**src/core/ld_ctrl_pkg.sv**
```systemverilog
// constants for the per-channel load control interface
// assumes a byte-wide cyclic output image written by the controller
package ld_ctrl_pkg;
   // ==========================================
   // control image byte offsets
   localparam logic [3:0] OFS_FIRST_VALUE = 4'h0;
   localparam logic [3:0] OFS_SECOND_VALUE = 4'h4;
   localparam logic [3:0] OFS_SELECTORS = 4'h8;
   localparam logic [3:0] OFS_ENABLES = 4'h9;
   localparam logic [3:0] OFS_LAST = 4'hb;
   // ==========================================
   // field positions
   localparam int SEL0_LSB = 0;
   localparam int SEL1_LSB = 4;
   localparam int EN_CAPTURE_BIT = 7;
   localparam int SYNC_DOWN_BIT = 6;
   localparam int EN_SYNC_UP_BIT = 5;
   localparam int FB12_FAULT_BIT = 2;
   localparam int FB13_ACK0_BIT = 2;
   localparam int FB13_ACK1_BIT = 3;
   // ==========================================
   // reset values
   localparam logic [31:0] VALUE_RST = 32'h0000_0000;
   localparam logic [7:0] BYTE_RST = 8'h00;
   localparam logic [31:0] LIMIT_HIGH_RST = 32'h7fff_ffff;
   localparam logic [31:0] LIMIT_LOW_RST = 32'h8000_0000;
   // ==========================================
   // selector codes
   typedef enum logic [3:0] {
      SEL_IDLE = 4'b0000,
      SEL_COUNT = 4'b0001,
      SEL_RSVD2 = 4'b0010,
      SEL_START = 4'b0011,
      SEL_CMP0 = 4'b0100,
      SEL_CMP1 = 4'b0101,
      SEL_LIM_LOW = 4'b0110,
      SEL_LIM_HIGH = 4'b0111
   } sel_code_t;
   // target index of a decoded load
   typedef enum logic [2:0] {
      TGT_NONE = 3'b000,
      TGT_COUNT = 3'b001,
      TGT_START = 3'b010,
      TGT_CMP0 = 3'b011,
      TGT_CMP1 = 3'b100,
      TGT_LIM_LOW = 3'b101,
      TGT_LIM_HIGH = 3'b110
   } tgt_t;
endpackage

```
**src/core/counter_load_control_interface.sv**
```systemverilog
// per-channel load control interface: load slots, selectors, enables
// assumes the controller writes the cyclic output image one byte per
// i_wr_en pulse, synchronous to i_mclk; i_image_commit marks a new cycle
`timescale 1ns/1ps
module counter_load_control_interface
   import ld_ctrl_pkg::*;
(
   input wire logic i_mclk,
   input wire logic i_reset,
   input wire logic i_wr_en,
   input wire logic [3:0] i_wr_addr,
   input wire logic [7:0] i_wr_data,
   input wire logic i_image_commit,
   input wire logic i_incr_encoder,
   input wire logic i_fault_clear,
   output logic o_capture_enable,
   output logic o_sync_downward_enable,
   output logic o_sync_upward_enable,
   output logic o_count_load,
   output logic [31:0] o_count_load_value,
   output logic [31:0] o_start_value,
   output logic [31:0] o_compare0_value,
   output logic [31:0] o_compare1_value,
   output logic [31:0] o_limit_low_value,
   output logic [31:0] o_limit_high_value,
   output logic [7:0] o_feedback_byte12,
   output logic [7:0] o_feedback_byte13
);
   import ld_ctrl_pkg::*;

   // ==========================================
   // control image storage
   logic [7:0] image_ff [0:11];
   logic [3:0] prev_sel0_ff;
   logic [3:0] prev_sel1_ff;
   logic load_fault_flag_ff;
   logic first_load_done_toggle_ff;
   logic second_load_done_toggle_ff;
   logic capture_enable_ff;
   logic sync_downward_enable_ff;
   logic sync_upward_enable_ff;
   logic count_load_ff;
   logic [31:0] count_load_value_ff;
   logic [31:0] start_value_ff;
   logic [31:0] compare0_ff;
   logic [31:0] compare1_ff;
   logic [31:0] limit_low_ff;
   logic [31:0] limit_high_ff;

   // byte writes land in the image; the image acts only at commit
   genvar gi;
   generate
      for (gi = 0; gi < 12; gi++) begin : g_img
         always_ff @(posedge i_mclk) begin
            if (i_reset) begin
               image_ff[gi] <= BYTE_RST;
            end else if (i_wr_en && i_wr_addr == 4'(gi)) begin
               image_ff[gi] <= i_wr_data;
            end
         end
      end
   endgenerate

   // ==========================================
   // slot assembly and selector fields
   wire [31:0] first_load_value = {image_ff[OFS_FIRST_VALUE + 4'h3],
      image_ff[OFS_FIRST_VALUE + 4'h2], image_ff[OFS_FIRST_VALUE + 4'h1],
      image_ff[OFS_FIRST_VALUE]};
   wire [31:0] second_load_value = {image_ff[OFS_SECOND_VALUE + 4'h3],
      image_ff[OFS_SECOND_VALUE + 4'h2], image_ff[OFS_SECOND_VALUE + 4'h1],
      image_ff[OFS_SECOND_VALUE]};
   wire [7:0] selectors = image_ff[OFS_SELECTORS];
   wire [7:0] enables = image_ff[OFS_ENABLES];
   wire [3:0] first_value_selector = selectors[SEL0_LSB +: 4];
   wire [3:0] second_value_selector = selectors[SEL1_LSB +: 4];

   tgt_t tgt0;
   tgt_t tgt1;
   logic rsvd0;
   logic rsvd1;

   // same code set for both slots
   sel_decode u_dec0 (
      .i_sel(first_value_selector),
      .o_tgt(tgt0),
      .o_reserved(rsvd0)
   );
   sel_decode u_dec1 (
      .i_sel(second_value_selector),
      .o_tgt(tgt1),
      .o_reserved(rsvd1)
   );

   // ==========================================
   // request detection: a new non-idle selector at commit is a request
   // why edge based: a held selector would otherwise reload every cycle
   wire req0 = i_image_commit && (first_value_selector != prev_sel0_ff)
      && (first_value_selector != SEL_IDLE);
   wire req1 = i_image_commit && (second_value_selector != prev_sel1_ff)
      && (second_value_selector != SEL_IDLE);

   // encoder-only targets fail when no incremental or pulse encoder
   function automatic logic enc_only(input tgt_t t);
      enc_only = (t == TGT_COUNT) || (t == TGT_START)
         || (t == TGT_LIM_LOW) || (t == TGT_LIM_HIGH);
   endfunction

   wire bad0 = rsvd0 || (enc_only(tgt0) && !i_incr_encoder);
   wire bad1 = rsvd1 || (enc_only(tgt1) && !i_incr_encoder);
   wire ok0 = req0 && !bad0;
   wire ok1 = req1 && !bad1;
   wire fail_evt = (req0 && bad0) || (req1 && bad1);

   // ==========================================
   // per-target load strobes and values
   // slot 1 takes priority over slot 0 in the same cycle, so it wins on a shared target;
   // the user sees both acks flip but only the slot 1 value survives

   // current count value
   wire s0_count = ok0 && (tgt0 == TGT_COUNT);
   wire s1_count = ok1 && (tgt1 == TGT_COUNT);
   wire [31:0] val_count = s1_count ? second_load_value : first_load_value;

   // start value
   wire s0_start = ok0 && (tgt0 == TGT_START);
   wire s1_start = ok1 && (tgt1 == TGT_START);
   wire [31:0] val_start = s1_start ? second_load_value : first_load_value;

   // comparison value 0
   wire s0_cmp0 = ok0 && (tgt0 == TGT_CMP0);
   wire s1_cmp0 = ok1 && (tgt1 == TGT_CMP0);
   wire [31:0] val_cmp0 = s1_cmp0 ? second_load_value : first_load_value;

   // comparison value 1
   wire s0_cmp1 = ok0 && (tgt0 == TGT_CMP1);
   wire s1_cmp1 = ok1 && (tgt1 == TGT_CMP1);
   wire [31:0] val_cmp1 = s1_cmp1 ? second_load_value : first_load_value;

   // low counting limit
   wire s0_lim_low = ok0 && (tgt0 == TGT_LIM_LOW);
   wire s1_lim_low = ok1 && (tgt1 == TGT_LIM_LOW);
   wire [31:0] val_lim_low = s1_lim_low ? second_load_value : first_load_value;

   // high counting limit
   wire s0_lim_high = ok0 && (tgt0 == TGT_LIM_HIGH);
   wire s1_lim_high = ok1 && (tgt1 == TGT_LIM_HIGH);
   wire [31:0] val_lim_high = s1_lim_high ? second_load_value : first_load_value;

   // ==========================================
   // selector history
   always_ff @(posedge i_mclk) begin
      if (i_reset) begin
         prev_sel0_ff <= SEL_IDLE;
         prev_sel1_ff <= SEL_IDLE;
      end else if (i_image_commit) begin
         prev_sel0_ff <= first_value_selector;
         prev_sel1_ff <= second_value_selector;
      end
   end

   // ==========================================
   // parameter loads, one short process per target

   // count value with its one-cycle load pulse for the counter core
   always_ff @(posedge i_mclk) begin
      if (i_reset) begin
         count_load_ff <= 1'b0;
         count_load_value_ff <= VALUE_RST;
      end else begin
         count_load_ff <= s0_count || s1_count;
         if (s0_count || s1_count) count_load_value_ff <= val_count;
      end
   end

   // start value
   always_ff @(posedge i_mclk) begin
      if (i_reset) begin
         start_value_ff <= VALUE_RST;
      end else if (s0_start || s1_start) begin
         start_value_ff <= val_start;
      end
   end

   // comparison value 0
   always_ff @(posedge i_mclk) begin
      if (i_reset) begin
         compare0_ff <= VALUE_RST;
      end else if (s0_cmp0 || s1_cmp0) begin
         compare0_ff <= val_cmp0;
      end
   end

   // comparison value 1
   always_ff @(posedge i_mclk) begin
      if (i_reset) begin
         compare1_ff <= VALUE_RST;
      end else if (s0_cmp1 || s1_cmp1) begin
         compare1_ff <= val_cmp1;
      end
   end

   // low counting limit; reset value is the widest signed range
   always_ff @(posedge i_mclk) begin
      if (i_reset) begin
         limit_low_ff <= LIMIT_LOW_RST;
      end else if (s0_lim_low || s1_lim_low) begin
         limit_low_ff <= val_lim_low;
      end
   end

   // high counting limit
   always_ff @(posedge i_mclk) begin
      if (i_reset) begin
         limit_high_ff <= LIMIT_HIGH_RST;
      end else if (s0_lim_high || s1_lim_high) begin
         limit_high_ff <= val_lim_high;
      end
   end

   // ==========================================
   // status: fault set wins over clear, so no failure is ever lost
   always_ff @(posedge i_mclk) begin
      if (i_reset) begin
         load_fault_flag_ff <= 1'b0;
      end else if (fail_evt) begin
         load_fault_flag_ff <= 1'b1;
      end else if (i_fault_clear) begin
         load_fault_flag_ff <= 1'b0;
      end
   end

   // acks toggle on completion only; a refused load leaves them alone
   always_ff @(posedge i_mclk) begin
      if (i_reset) begin
         first_load_done_toggle_ff <= 1'b0;
         second_load_done_toggle_ff <= 1'b0;
      end else begin
         if (ok0) first_load_done_toggle_ff <= ~first_load_done_toggle_ff;
         if (ok1) second_load_done_toggle_ff <= ~second_load_done_toggle_ff;
      end
   end

   // ==========================================
   // enables follow byte 9 at each commit; both sync enables also need i_incr_encoder
   always_ff @(posedge i_mclk) begin
      if (i_reset) begin
         capture_enable_ff <= 1'b0;
         sync_downward_enable_ff <= 1'b0;
         sync_upward_enable_ff <= 1'b0;
      end else if (i_image_commit) begin
         capture_enable_ff <= enables[EN_CAPTURE_BIT];
         sync_downward_enable_ff <= enables[SYNC_DOWN_BIT] && i_incr_encoder;
         sync_upward_enable_ff <= enables[EN_SYNC_UP_BIT] && i_incr_encoder;
      end
   end

   // ==========================================
   // outputs straight from flip-flops
   assign o_capture_enable = capture_enable_ff;
   assign o_sync_downward_enable = sync_downward_enable_ff;
   assign o_sync_upward_enable = sync_upward_enable_ff;
   assign o_count_load = count_load_ff;
   assign o_count_load_value = count_load_value_ff;
   assign o_start_value = start_value_ff;
   assign o_compare0_value = compare0_ff;
   assign o_compare1_value = compare1_ff;
   assign o_limit_low_value = limit_low_ff;
   assign o_limit_high_value = limit_high_ff;
   assign o_feedback_byte12 = {5'h00, load_fault_flag_ff, 2'h0};
   assign o_feedback_byte13 = {4'h0, second_load_done_toggle_ff,
      first_load_done_toggle_ff, 2'h0};
endmodule

```
**src/core/sel_decode.sv**
```systemverilog
// decoder for one 4-bit load meaning selector
// assumes the selector is a registered control field on i_mclk
`timescale 1ns/1ps
module sel_decode
   import ld_ctrl_pkg::*;
(
   input wire logic [3:0] i_sel,
   output ld_ctrl_pkg::tgt_t o_tgt,
   output logic o_reserved
);
   // ==========================================
   // code to target mapping
   always_comb begin
      o_tgt = TGT_NONE;
      o_reserved = 1'b0;
      case (i_sel)
         SEL_IDLE: o_tgt = TGT_NONE;
         SEL_COUNT: o_tgt = TGT_COUNT;
         SEL_START: o_tgt = TGT_START;
         SEL_CMP0: o_tgt = TGT_CMP0;
         SEL_CMP1: o_tgt = TGT_CMP1;
         SEL_LIM_LOW: o_tgt = TGT_LIM_LOW;
         SEL_LIM_HIGH: o_tgt = TGT_LIM_HIGH;
         default: o_reserved = 1'b1; // 0010 and 1xxx load nothing
      endcase
   end
endmodule

```
**config.mk**
```make
export PLATFORM = sky130hd
export DESIGN_NAME = counter_load_control_interface
export DESIGN_NICKNAME = d
export VERILOG_FILES = /design/src/core/ld_ctrl_pkg.sv /design/src/core/counter_load_control_interface.sv /design/src/core/sel_decode.sv
export SDC_FILE = /design/constraint.sdc
export NUM_CORES = 1
export LEC_CHECK = 0
export BUFFER_PORTS_ARGS = -buffer_cell sky130_fd_sc_hd__buf_4
export CELL_PAD_IN_SITES_DETAIL_PLACEMENT = 1
export CELL_PAD_IN_SITES_GLOBAL_PLACEMENT = 1
export CORE_ASPECT_RATIO = 0.7
export CORE_UTILIZATION = 43
export DETAILED_ROUTE_END_ITERATION = 8
export PLACE_DENSITY_LB_ADDON = 0.1
export SYNTH_ARGS = -nofsm -noshare
export SYNTH_HDL_FRONTEND = slang
export SYNTH_SLANG_ARGS = --single-unit
```
**constraint.sdc**
```tcl
create_clock -name i_mclk -period 3.3 [get_ports i_mclk]
set_input_delay 0.165 -clock i_mclk [delete_from_list [all_inputs] [get_ports i_mclk]]
set_output_delay 0.165 -clock i_mclk [all_outputs]
set_load 0.005 [all_outputs]
```
==> impl_metrics.csv, run 1 <==
group,metric,value,unit
power_and_ir_drop,peakVddDrop,0.331,mV
synthesis,netlist_area,12900,um2
synthesis,synth_ff_type,"dfxtp_1",
timing,rsz0062_at_grt,"false",
grt,overflow,0,
layout,diodes,0,
floorplanning,fp.coreArea,29200,um2
cts,ctsHtreeMaxLevel,1,
timing,max-slew-margin-rel,40.0,%
floorplanning,rows,52,
layout,fin_nets,1600,
setup_path,path_max_fanout,21,
cts,clk_path_buf_depth,3,
synthesis,synth_edf_count,75,
power_and_ir_drop,p_per_area,506,nW/um2
timing,drv_slew,0,
power_and_ir_drop,p_leak,6.12,nW
setup_path,crit_path_start,"image_ff[8][0]$_SDFFCE_PN0P_",
layout,seq_area,6400,um2
synthesis,yosysUniqueCellTypes,53,
grt,grt_pass1_vias,11900,
floorplanning,io_pins,230,
timing,hold_viol,0,
timing,tns,0,ps
timing,setup_viol,0,
grt,grt_max_degree,96,
synthesis,synth.avg_cell_area,9.15,um2
cts,clk_pin_slew,70,ps
synthesis,ys_ff_latch,282,
setup_path,rr_endpoint,"o_start_value[20]$_SDFFE_PP0P_",
setup_path,ff2ff_setup_slack,280,ps
setup_path,rr_startpoint,"image_ff[8][0]$_SDFFCE_PN0P_",
drt,routed_wl,47.7,mm
layout,finalCoreUtilization,53.8,%
cts,cts_setup_buffers,0,
timing,worst_pin_slew,898,ps
floorplanning,dieArea,30800,um2
placed_design,hpwl,31.6,mm
synthesis,yosysWarnings,0,
drt,vias,11700,
drt,drtIter0Drc,928,
drt,first_pass_iters,5,
cts,cts_resized,0,
grt,track_usage,30.4,%
cts,clk_latency,560,ps
drt,drtAntennaViolNets,0,
run_status,status,"completed",
setup_path,critical_path_arrival,3480,ps
cts,cts.sinks,282,
layout,drive_gt1_share,21.0,%
setup_path,start_kind,"flop",
floorplanning,dieHeight,147,um
timing,fmax,0.331,GHz
synthesis,synth_cells,1414,
timing,fin_skew,7.54,ps
timing,fin_crit,3020,ps
worst_hold_path,hp-class,"input port to flop",
setup_path,cp-end-kind,"flop",
drt,drcViolationCount,0,
synthesis,seq_area_frac_synth,49.4,%
setup_path,required,3760,ps
setup_path,critPathKind,"flop to flop",
placed_design,port_buffers,216,
synthesis,async_flop_share,0,%
layout,multi_input_area,5690,um2
drt,vias_per_cell,5.95,
placed_design,gp_congestion,0.850,
timing,timing.final.crit_share,91.6,%
grt,antenna_found_initial,0,
floorplanning,dieWidth,209,um
cts,cts-root-buf,"clkbuf_16",
floorplanning,start_util,44.3,%
drt,wire_per_inst,24.2,um
setup_path,endpoint,"o_start_value[20]$_SDFFE_PP0P_",
cts,cts_tree,"built",
layout,fill_cells,3357,
layout,areaGrowthSynthToFinish,21.4,%
cts,cts_made_buffers,29,
setup_path,r2r_cells,9,
grt,grt_pass1_wl,72.0,mm
job,cap_viol_max_count,0,
## critical path: stages (launching register included)
cell,delay [ps]
edfxtp_1,530
nor3b_1,210
o21bai_1,270
ha_1,310
a211oi_2,370
buf_4,220
and3_1,180
buf_4,350
nand2_1,130
a311oi_1,330
## routing by layer
layer | track usage (%) | vias up | routed length, um
met2 | 48.4 | 464 | 21900
met4 | 7.68 | 0 | 933
met1 | 43.4 | 5932 | 21300
li1 | - | 5276 | -
met5 | 0 | - | 0
met3 | 4.30 | 69 | 3640
## metrics by stage
| step | setup WS [ps] | hold WS, ps | instance area (um2) | cells | power (mW) |
|---|---|---|---|---|---|
| floorplan | 798 | 333 | 13000 | 1426 | 4.19 |
| global placement | 544 | 463 | 14700 | 1917 | 4.46 |
| detailed placement | 333 | 465 | 14700 | 1917 | 4.48 |
| CTS | 322 | 12.3 | 15700 | 1974 | 7.98 |
| global route | 140 | 19.0 | 15700 | 1974 | 8.17 |
| finish | 277 | 32.6 | 15700 | 1974 | 7.95 |
## report_power, final
part	internal (mW)	switching [mW]	total (mW)
clock network	2.06	1.47	3.52
registers	3.67	0.184	3.86
logic	0.216	0.349	0.565
## worst min path at each step
stage | start | endpoint | slack [ps] | cells past startpoint
finish | i_wr_data[1] | image_ff[6][1]$_SDFFCE_PN0P_ | 30 | 2
global route | i_wr_data[2] | image_ff[1][2]$_SDFFCE_PN0P_ | 20 | 2
CTS | i_wr_data[1] | image_ff[8][1]$_SDFFCE_PN0P_ | 10 | 2
detailed placement | o_sync_upward_enable$_SDFFE_PP0P_ | o_sync_upward_enable$_SDFFE_PP0P_ | 460 | 2
global placement | o_sync_upward_enable$_SDFFE_PP0P_ | o_sync_upward_enable$_SDFFE_PP0P_ | 460 | 2
floorplan | i_incr_encoder | o_sync_downward_enable$_SDFFE_PP0P_ | 330 | 2
## timing repair
item                                    in CTS  in global routing
hold buffers                                 4                  0
endpoints found under the setup margin       0                  0
endpoints found under the hold margin        3                  0
## layout by cell type (no fill, tap or decap), types with 6 or more instances in the layout
cell type	n
edfxtp_1	75
nor2b_1	6
a221oi_2	17
dfxtp_1	207
mux2i_1	10
a221oi_1	15
nand2_1	298
xnor2_1	8
a311oi_1	127
ha_1	8
and2_1	76
nor2_1	188
o21bai_1	43
a211oi_1	31
inv_1	39
clkbuf_16	30
a21oi_1	33
o31a_1	31
conb_1	13
nand3_1	7
buf_4	249
## area by class of cell
class,count,area share (%)
Clock inverter,16,1.17
Tap cell,378,3.01
Multi-Input combinational cell,964,36.2
Clock buffer,37,5.20
Sequential cell,282,40.7
Timing Repair Buffer,258,12.7
Inverter,39,0.932
## cells by family after synthesis
family | share of synthesized area (%)
mux | 0.774
buf+inv | 7.22
flops | 49.4
compound gates | 20.9
xor+xnor | 0.609
simple gates | 20.3
other cells | 0.0290
fa+ha+maj | 0.774
## sequential cells by signal (all words and copies together) (netlist names)
signal                      count
image_ff                       75
o_sync_downward_enable          1
o_compare0_value               32
o_limit_low_value              32
prev_sel1_ff                    4
prev_sel0_ff                    4
first_load_done_toggle_ff       1
o_count_load                    1
o_count_load_value             32
second_load_done_toggle_ff      1
load_fault_flag_ff              1
o_limit_high_value             32
o_sync_upward_enable            1
o_start_value                  32
o_compare1_value               32
o_capture_enable                1
## Yosys cell counts (33+ instances only)
cell,n,area share (%)
a311oi_1,127,8.6
inv_1,39,1.1
clkbuf_1,47,1.4
nand2_1,298,8.6
buf_2,48,1.9
edfxtp_1,75,17
dfxtp_1,207,32
a21oi_1,33,1.3
buf_4,35,2.0
nor2_1,188,5.5
o21bai_1,43,2.5
and2_1,76,3.7
Note: power is estimated with default switching activity, not from simulation.
==> run 2, diff against run 1 <==
Settings changed: CORE_UTILIZATION 43 to 46, SLEW_MARGIN set to 10.
Clock period 3.3 ns to 3.55 ns, I/O delays scaled along.
==> run 2 against run 1 <==
  * Clock-buffer cell count rose by 5
  * Non-clock buffer count rose by 1
  * Routed wire length shrank 0.65%
  * Critical path type unchanged
  * Highest routed layer unchanged
==> impl_metrics.csv, run 2 (synthesized netlist as in run 1, its figures left out) <==
group,metric,value,unit
cts,clk_latency,570,ps
timing,max-slew-margin-rel,32.5,%
floorplanning,io_pins,230,
layout,areaGrowthSynthToFinish,20.6,%
layout,top_register,"image_ff",
setup_path,slowest_stage,"nand4_2",
worst_hold_path,hp-class,"input port to flop",
drt,drtIter0Drc,1020,
floorplanning,dieWidth,202,um
drt,vias,11900,
floorplanning,dieHeight,142,um
layout,fin_area,15600,um2
placed_design,port_buffers,216,
layout,drive_gt1_share,21.2,%
setup_path,cp-end-kind,"flop",
grt,grt_pass1_vias,12100,
grt,track_usage,32.4,%
setup_path,cp_common_cell,"nor2_1",
setup_path,critPathKind,"flop to flop",
layout,multi_input_area,5670,um2
job,cap_viol_max_count,0,
placed_design,pre_cts_ws,608,ps
setup_path,critical_path_arrival,3510,ps
grt,overflow,0,
placed_design,hpwl,31.4,mm
grt,grt_max_degree,127,
setup_path,path_max_fanout,46,
cts,cts-root-buf,"clkbuf_16",
power_and_ir_drop,p_per_area,459,nW/um2
timing,rsz0062_at_grt,"false",
timing,whs,21.6,ps
setup_path,required,4010,ps
timing,tns,0,ps
cts,clk_path_buf_depth,3,
timing,fin_skew,26.5,ps
power_and_ir_drop,peakVddDrop,0.363,mV
drt,routed_wl,47.4,mm
timing,hold_viol,0,
timing,timing.final.crit_share,85.9,%
drt,wire_per_inst,24.2,um
floorplanning,start_util,47.7,%
grt,antenna_found_initial,2,
setup_path,cp_slowest_stage_delay,530,ps
cts,ctsHtreeMaxLevel,1,
drt,drcViolationCount,0,
layout,seq_area,6400,um2
layout,diodes,0,
setup_path,start_kind,"flop",
timing,worst_pin_slew,1010,ps
power_and_ir_drop,p_leak,6.12,nW
setup_path,worstPathCellList,"nor2_1 -> nand2_1 -> a21o_1 -> ha_1 -> nor2_1 -> nor3_2 -> nand4_2 -> buf_12 -> a311oi_1",
cts,cts_setup_buffers,0,
timing,setup_slack,501,ps
floorplanning,fp.coreArea,27200,um2
floorplanning,rows,50,
grt,grt_pass1_wl,71.8,mm
layout,finalCoreUtilization,57.5,%
layout,layout_common_cells,"nand2_1 (298), buf_4 (253), dfxtp_1 (207)",
timing,fin_crit,3050,ps
layout,fin_nets,1601,
timing,drv_slew,0,
timing,setup_viol,0,
drt,drtAntennaViolNets,0,
layout,largest_reg_flops,75,
floorplanning,dieArea,28800,um2
placed_design,placed_area,14700,um2
cts,clk_pin_slew,70,ps
cts,cts_tree,"built",
drt,first_pass_iters,5,
drt,vias_per_cell,6.08,
cts,cts.sinks,282,
run_status,status,"completed",
layout,final_common_cell,"nand2_1",
timing,fmax,0.328,GHz
layout,fill_cells,3170,
cts,cts_made_buffers,29,
placed_design,gp_congestion,0.877,
-- run 2: cell count changes in the layout (fill, tap and decap cells not counted), sizes merged --
cell         previous run  this run
clkinv                 10         8
clkbuf                 37        42
bufinv                  4         1
clkinvlp                2         0
dlygate4sd3             4         1
inv                    39        41
buf                   254       258
-- run 2: area by class of cell --
cell class	count	area share, %
Clock buffer	42	5.42
Clock inverter	11	0.569
Inverter	39	0.938
Multi-Input combinational cell	964	36.4
Sequential cell	282	41.0
Tap cell	364	2.92
Timing Repair Buffer	259	12.8
-- run 2: stage by stage --
step | cells | power, mW
after global routing | 1961 | 7.36
after global placement | 1907 | 4.14
after detailed placement | 1907 | 4.16
final | 1961 | 7.16
after floorplan | 1426 | 3.89
after CTS | 1961 | 7.18
-- run 2: worst max-delay path: cells and delay by family, from the launching register on --
kind	cells	cell delay [ps]
simple gates	5	1220
compound gates	2	520
flops	1	510
buf+inv	1	400
fa+ha+maj	1	290
-- run 2: where the power goes --
part	switching, mW	total, mW	internal [mW]
Sequential	0.169	3.58	3.41
Combinational	0.323	0.523	0.200
Clock	1.33	3.05	1.73
Total	1.82	7.16	5.34
-- run 2: path summary, 6_finish.rpt --
check | from | to | slack (ps) | cells past startpoint
setup reg to reg | image_ff[8][4]$_SDFFCE_PN0P_ | o_limit_low_value[15]$_SDFFE_PP0P_ | 500 | 9
hold reg to reg | o_sync_upward_enable$_SDFFE_PP0P_ | o_sync_upward_enable$_SDFFE_PP0P_ | 470 | 2
hold / removal | i_image_commit | o_sync_upward_enable$_SDFFE_PP0P_ | 20 | 3
setup / recovery | image_ff[8][4]$_SDFFCE_PN0P_ | o_limit_low_value[15]$_SDFFE_PP0P_ | 500 | 9
-- run 2: per-layer routing --
layer,up-vias,share of wire (%),track usage (%)
met1,5971,43,45.3
met5,-,0,0
li1,5294,-,-
met3,75,8.6,5.15
met2,574,46,52.7
met4,0,1.9,7.60
-- run 2: timing repair --
item | 4_1_cts | 5_1_grt
gates resized for setup | 0 | 0
endpoints found under the setup margin | 0 | 0
hold buffers | 1 | 0
endpoints found under the hold margin | 2 | 0
==> run 3, diff against run 2 <==
--- a/config.mk
+++ b/config.mk
@@ -6,9 +6,10 @@
 export NUM_CORES = 1
 export LEC_CHECK = 0
+export ABC_AREA = 1
 export BUFFER_PORTS_ARGS = -buffer_cell sky130_fd_sc_hd__buf_4
 export CELL_PAD_IN_SITES_DETAIL_PLACEMENT = 1
 export CELL_PAD_IN_SITES_GLOBAL_PLACEMENT = 1
 export CORE_ASPECT_RATIO = 0.7
-export CORE_UTILIZATION = 46
+export CORE_UTILIZATION = 44
 export DETAILED_ROUTE_END_ITERATION = 8
 export PLACE_DENSITY_LB_ADDON = 0.1
==> constraint.sdc (replaced) <==
create_clock -name i_mclk -period 3.55 [get_ports i_mclk]
set_input_delay 0.1775 -clock i_mclk [delete_from_list [all_inputs] [get_ports i_mclk]]
set_output_delay 0.1775 -clock i_mclk [all_outputs]
set_load 0.05 [all_outputs]
==> run 3 against run 2 <==
  * Via count up 23%
  * Sequential cell count unchanged
  * Combinational power up 120%
  * Cell area up 11%
  * Total power up 15%
  * Global-route usage down 0.89 points
  * Clock skew down 14 ps
  * Critical endpoint is now o_compare1_value[18]$_SDFFE_PP0P_
  * Worst setup slack worse by 230 ps
  * Synthesized area up 11%
  * Core utilization down 2.4 points
  * Largest power group unchanged
  * Hold slack better by 96 ps
  * Die area up 15%
==> impl_metrics.csv, run 3 <==
group,metric,value,unit
cts,cts-root-buf,"clkbuf_16",
power_and_ir_drop,peakVddDrop,0.357,mV
timing,setup_viol,0,
timing,worst_pin_slew,1120,ps
synthesis,netlist_area,14300,um2
timing,max-slew-margin-rel,24.6,%
floorplanning,io_pins,230,
setup_path,critPathKind,"flop to flop",
drt,drcViolationCount,0,
cts,cts.sinks,282,
synthesis,synth_top_area_share,29.0,%
setup_path,required,4010,ps
synthesis,synth.avg_cell_area,6.74,um2
layout,layout_common_cells,"nand2_1 (664), nor2_1 (594), buf_4 (243)",
job,cap_viol_max_count,0,
synthesis,yosysWarnings,0,
placed_design,pre_cts_ws,418,ps
power_and_ir_drop,p_per_area,476,nW/um2
grt,grt_pass1_vias,14300,
floorplanning,start_util,45.4,%
timing,fmax,0.305,GHz
drt,first_pass_iters,6,
synthesis,seq_area_frac_synth,44.7,%
floorplanning,rows,54,
layout,final_common_cell,"nand2_1",
drt,wire_per_inst,19.6,um
cts,cts_made_buffers,30,
layout,fin_nets,2309,
drt,vias_per_cell,5.37,
drt,drtIter0Drc,1287,
cts,clk_pin_slew,60,ps
cts,ctsHtreeMaxLevel,1,
placed_design,port_buffers,216,
setup_path,crit_family,"simple AND/OR/NAND/NOR gates",
layout,diodes,0,
floorplanning,fp.coreArea,31600,um2
grt,grt_max_degree,162,
timing,fin_crit,3280,ps
run_status,status,"completed",
synthesis,synth_edf_count,75,
cts,cts_setup_buffers,0,
cts,clk_latency,580,ps
grt,overflow,0,
cts,clk_path_buf_depth,3,
setup_path,slowest_stage,"nand4_1",
setup_path,cp_common_cell,"nor2_1",
grt,grt_pass1_wl,81.6,mm
timing,hold_viol,0,
layout,largest_reg_flops,75,
layout,drive_gt1_share,13.5,%
synthesis,synth_ff_type,"dfxtp_1",
worst_hold_path,hp-class,"input port to flop",
setup_path,path_max_fanout,32,
synthesis,synthTopCellsByCount,"nand2_1 (664), nor2_1 (594), dfxtp_1 (207)",
drt,routed_wl,53.5,mm
setup_path,cp-end-kind,"flop",
drt,drtAntennaViolNets,0,
timing,tns,0,ps
setup_path,worstPathCellList,"inv_1 -> nand2_1 -> nor2_1 -> o21bai_1 -> ha_1 -> nor2_1 -> a21oi_4 -> nand4_1 -> nand2_1 -> buf_4 -> nand2_1 -> nor2_1 -> nor2_1",
placed_design,hpwl,36.6,mm
floorplanning,dieHeight,153,um
cts,cts_resized,0,
floorplanning,dieWidth,218,um
synthesis,yosysMostFrequentCell,"nand2_1",
timing,timing.final.crit_share,92.3,%
synthesis,synth_cells,2123,
setup_path,cp_slowest_stage_delay,470,ps
cts,cts_tree,"built",
grt,track_usage,31.5,%
layout,top_register,"image_ff",
floorplanning,dieArea,33300,um2
power_and_ir_drop,p_leak,9.17,nW
timing,drv_slew,0,
drt,vias,14600,
setup_path,critical_path_arrival,3730,ps
placed_design,gp_congestion,0.836,
grt,antenna_found_initial,1,
timing,fin_skew,12.1,ps
layout,areaGrowthSynthToFinish,21.4,%
synthesis,ys_ff_latch,282,
synthesis,async_flop_share,0,%
synthesis,yosysUniqueCellTypes,25,
setup_path,start_kind,"flop",
timing,setup_slack,274,ps
setup_path,path_buf_inv,2,
timing,rsz0062_at_grt,"false",
synthesis,yosys-top-cells-area,"dfxtp_1 (29%), nand2_1 (17%), edfxtp_1 (16%)",
synthesis,yosys.area.top_type,"dfxtp_1",
run 3: changes by cell type in the layout (fill, tap and decap cells not counted), moves of 15 or more:
cell and delta:
o31a_1 -31, o21bai_1 -41, nand3_1 +68, o21ai_0 +16
nor2_1 +406, a21oi_1 -22, a221oi_1 -15, nand3b_1 +161
nand2_1 +366, a311oi_1 -127, inv_1 +94, a211oi_1 -31
and2_1 -76, a221oi_2 -17
run 3: kinds of logic after synthesis:
family	Yosys count	share of synthesized area, %
AOI/OAI and AO/OA	34	1.33
xor gates and xnor gates	2	0.122
adders and majority gates	8	0.699
buffers and inverters	282	8.19
DFF	282	44.7
other	1	0.0262
and+or+nand+nor	1514	44.9
run 3: layer usage:
layer  track usage [%]  vias to the layer above  part of all wire [%]
met5                 0                        -                     0
met4              6.94                        0                   1.8
met1              46.6                     7213                    46
met2              49.2                      520                    45
met3              3.60                       64                   7.1
li1                  -                     6837                     -
run 3: final cells by class:
cell class              count  area [um2]
clock buffers              43         941
clock inverters            13         178
fillers                  4097       14200
inverters                 144         546
multi-input cells        1571        6800
flip-flops and latches    282        6400
well taps                 420         526
repair buffers            254        1990
run 3: through the flow:
step	hold WS, ps	cell area [um2]	std cells	power, mW	utilization (%)
finish	117	17400	2727	8.27	55.1
global route	119	17400	2727	8.50	55.1
CTS	86.2	17400	2727	8.29	55.1
detailed placement	467	16200	2666	4.77	51.4
global placement	462	16200	2666	4.73	51.4
floorplan	247	14400	2135	4.38	-
run 3: what timing repair did:
action                                 CTS  global route
setup endpoints to repair                0             0
endpoints found under the hold margin   13             0
hold buffers                             5             0
run 3: power by group:
group	total, mW	switching [mW]	internal, mW
registers	3.59	0.145	3.44
logic	1.14	0.830	0.311
clock network	3.54	1.41	2.13
total	8.27	2.39	5.88
run 3: worst paths after layout:
kind	start	endpoint	slack [ps]	depth (start not counted)
setup / recovery	image_ff[8][7]$_SDFFCE_PN0P_	o_compare1_value[18]$_SDFFE_PP0P_	270	13
hold / removal	i_fault_clear	load_fault_flag_ff$_SDFFE_PP0P_	120	6
setup reg to reg	image_ff[8][7]$_SDFFCE_PN0P_	o_compare1_value[18]$_SDFFE_PP0P_	270	13
hold reg to reg	o_sync_downward_enable$_SDFFE_PP0P_	o_sync_downward_enable$_SDFFE_PP0P_	470	2
run 3: tightest hold or removal path: cells and delay by family:
family | cells | cell delay [ps]
compound gates | 2 | 200
buf+inv | 3 | 230
simple gates | 1 | 60
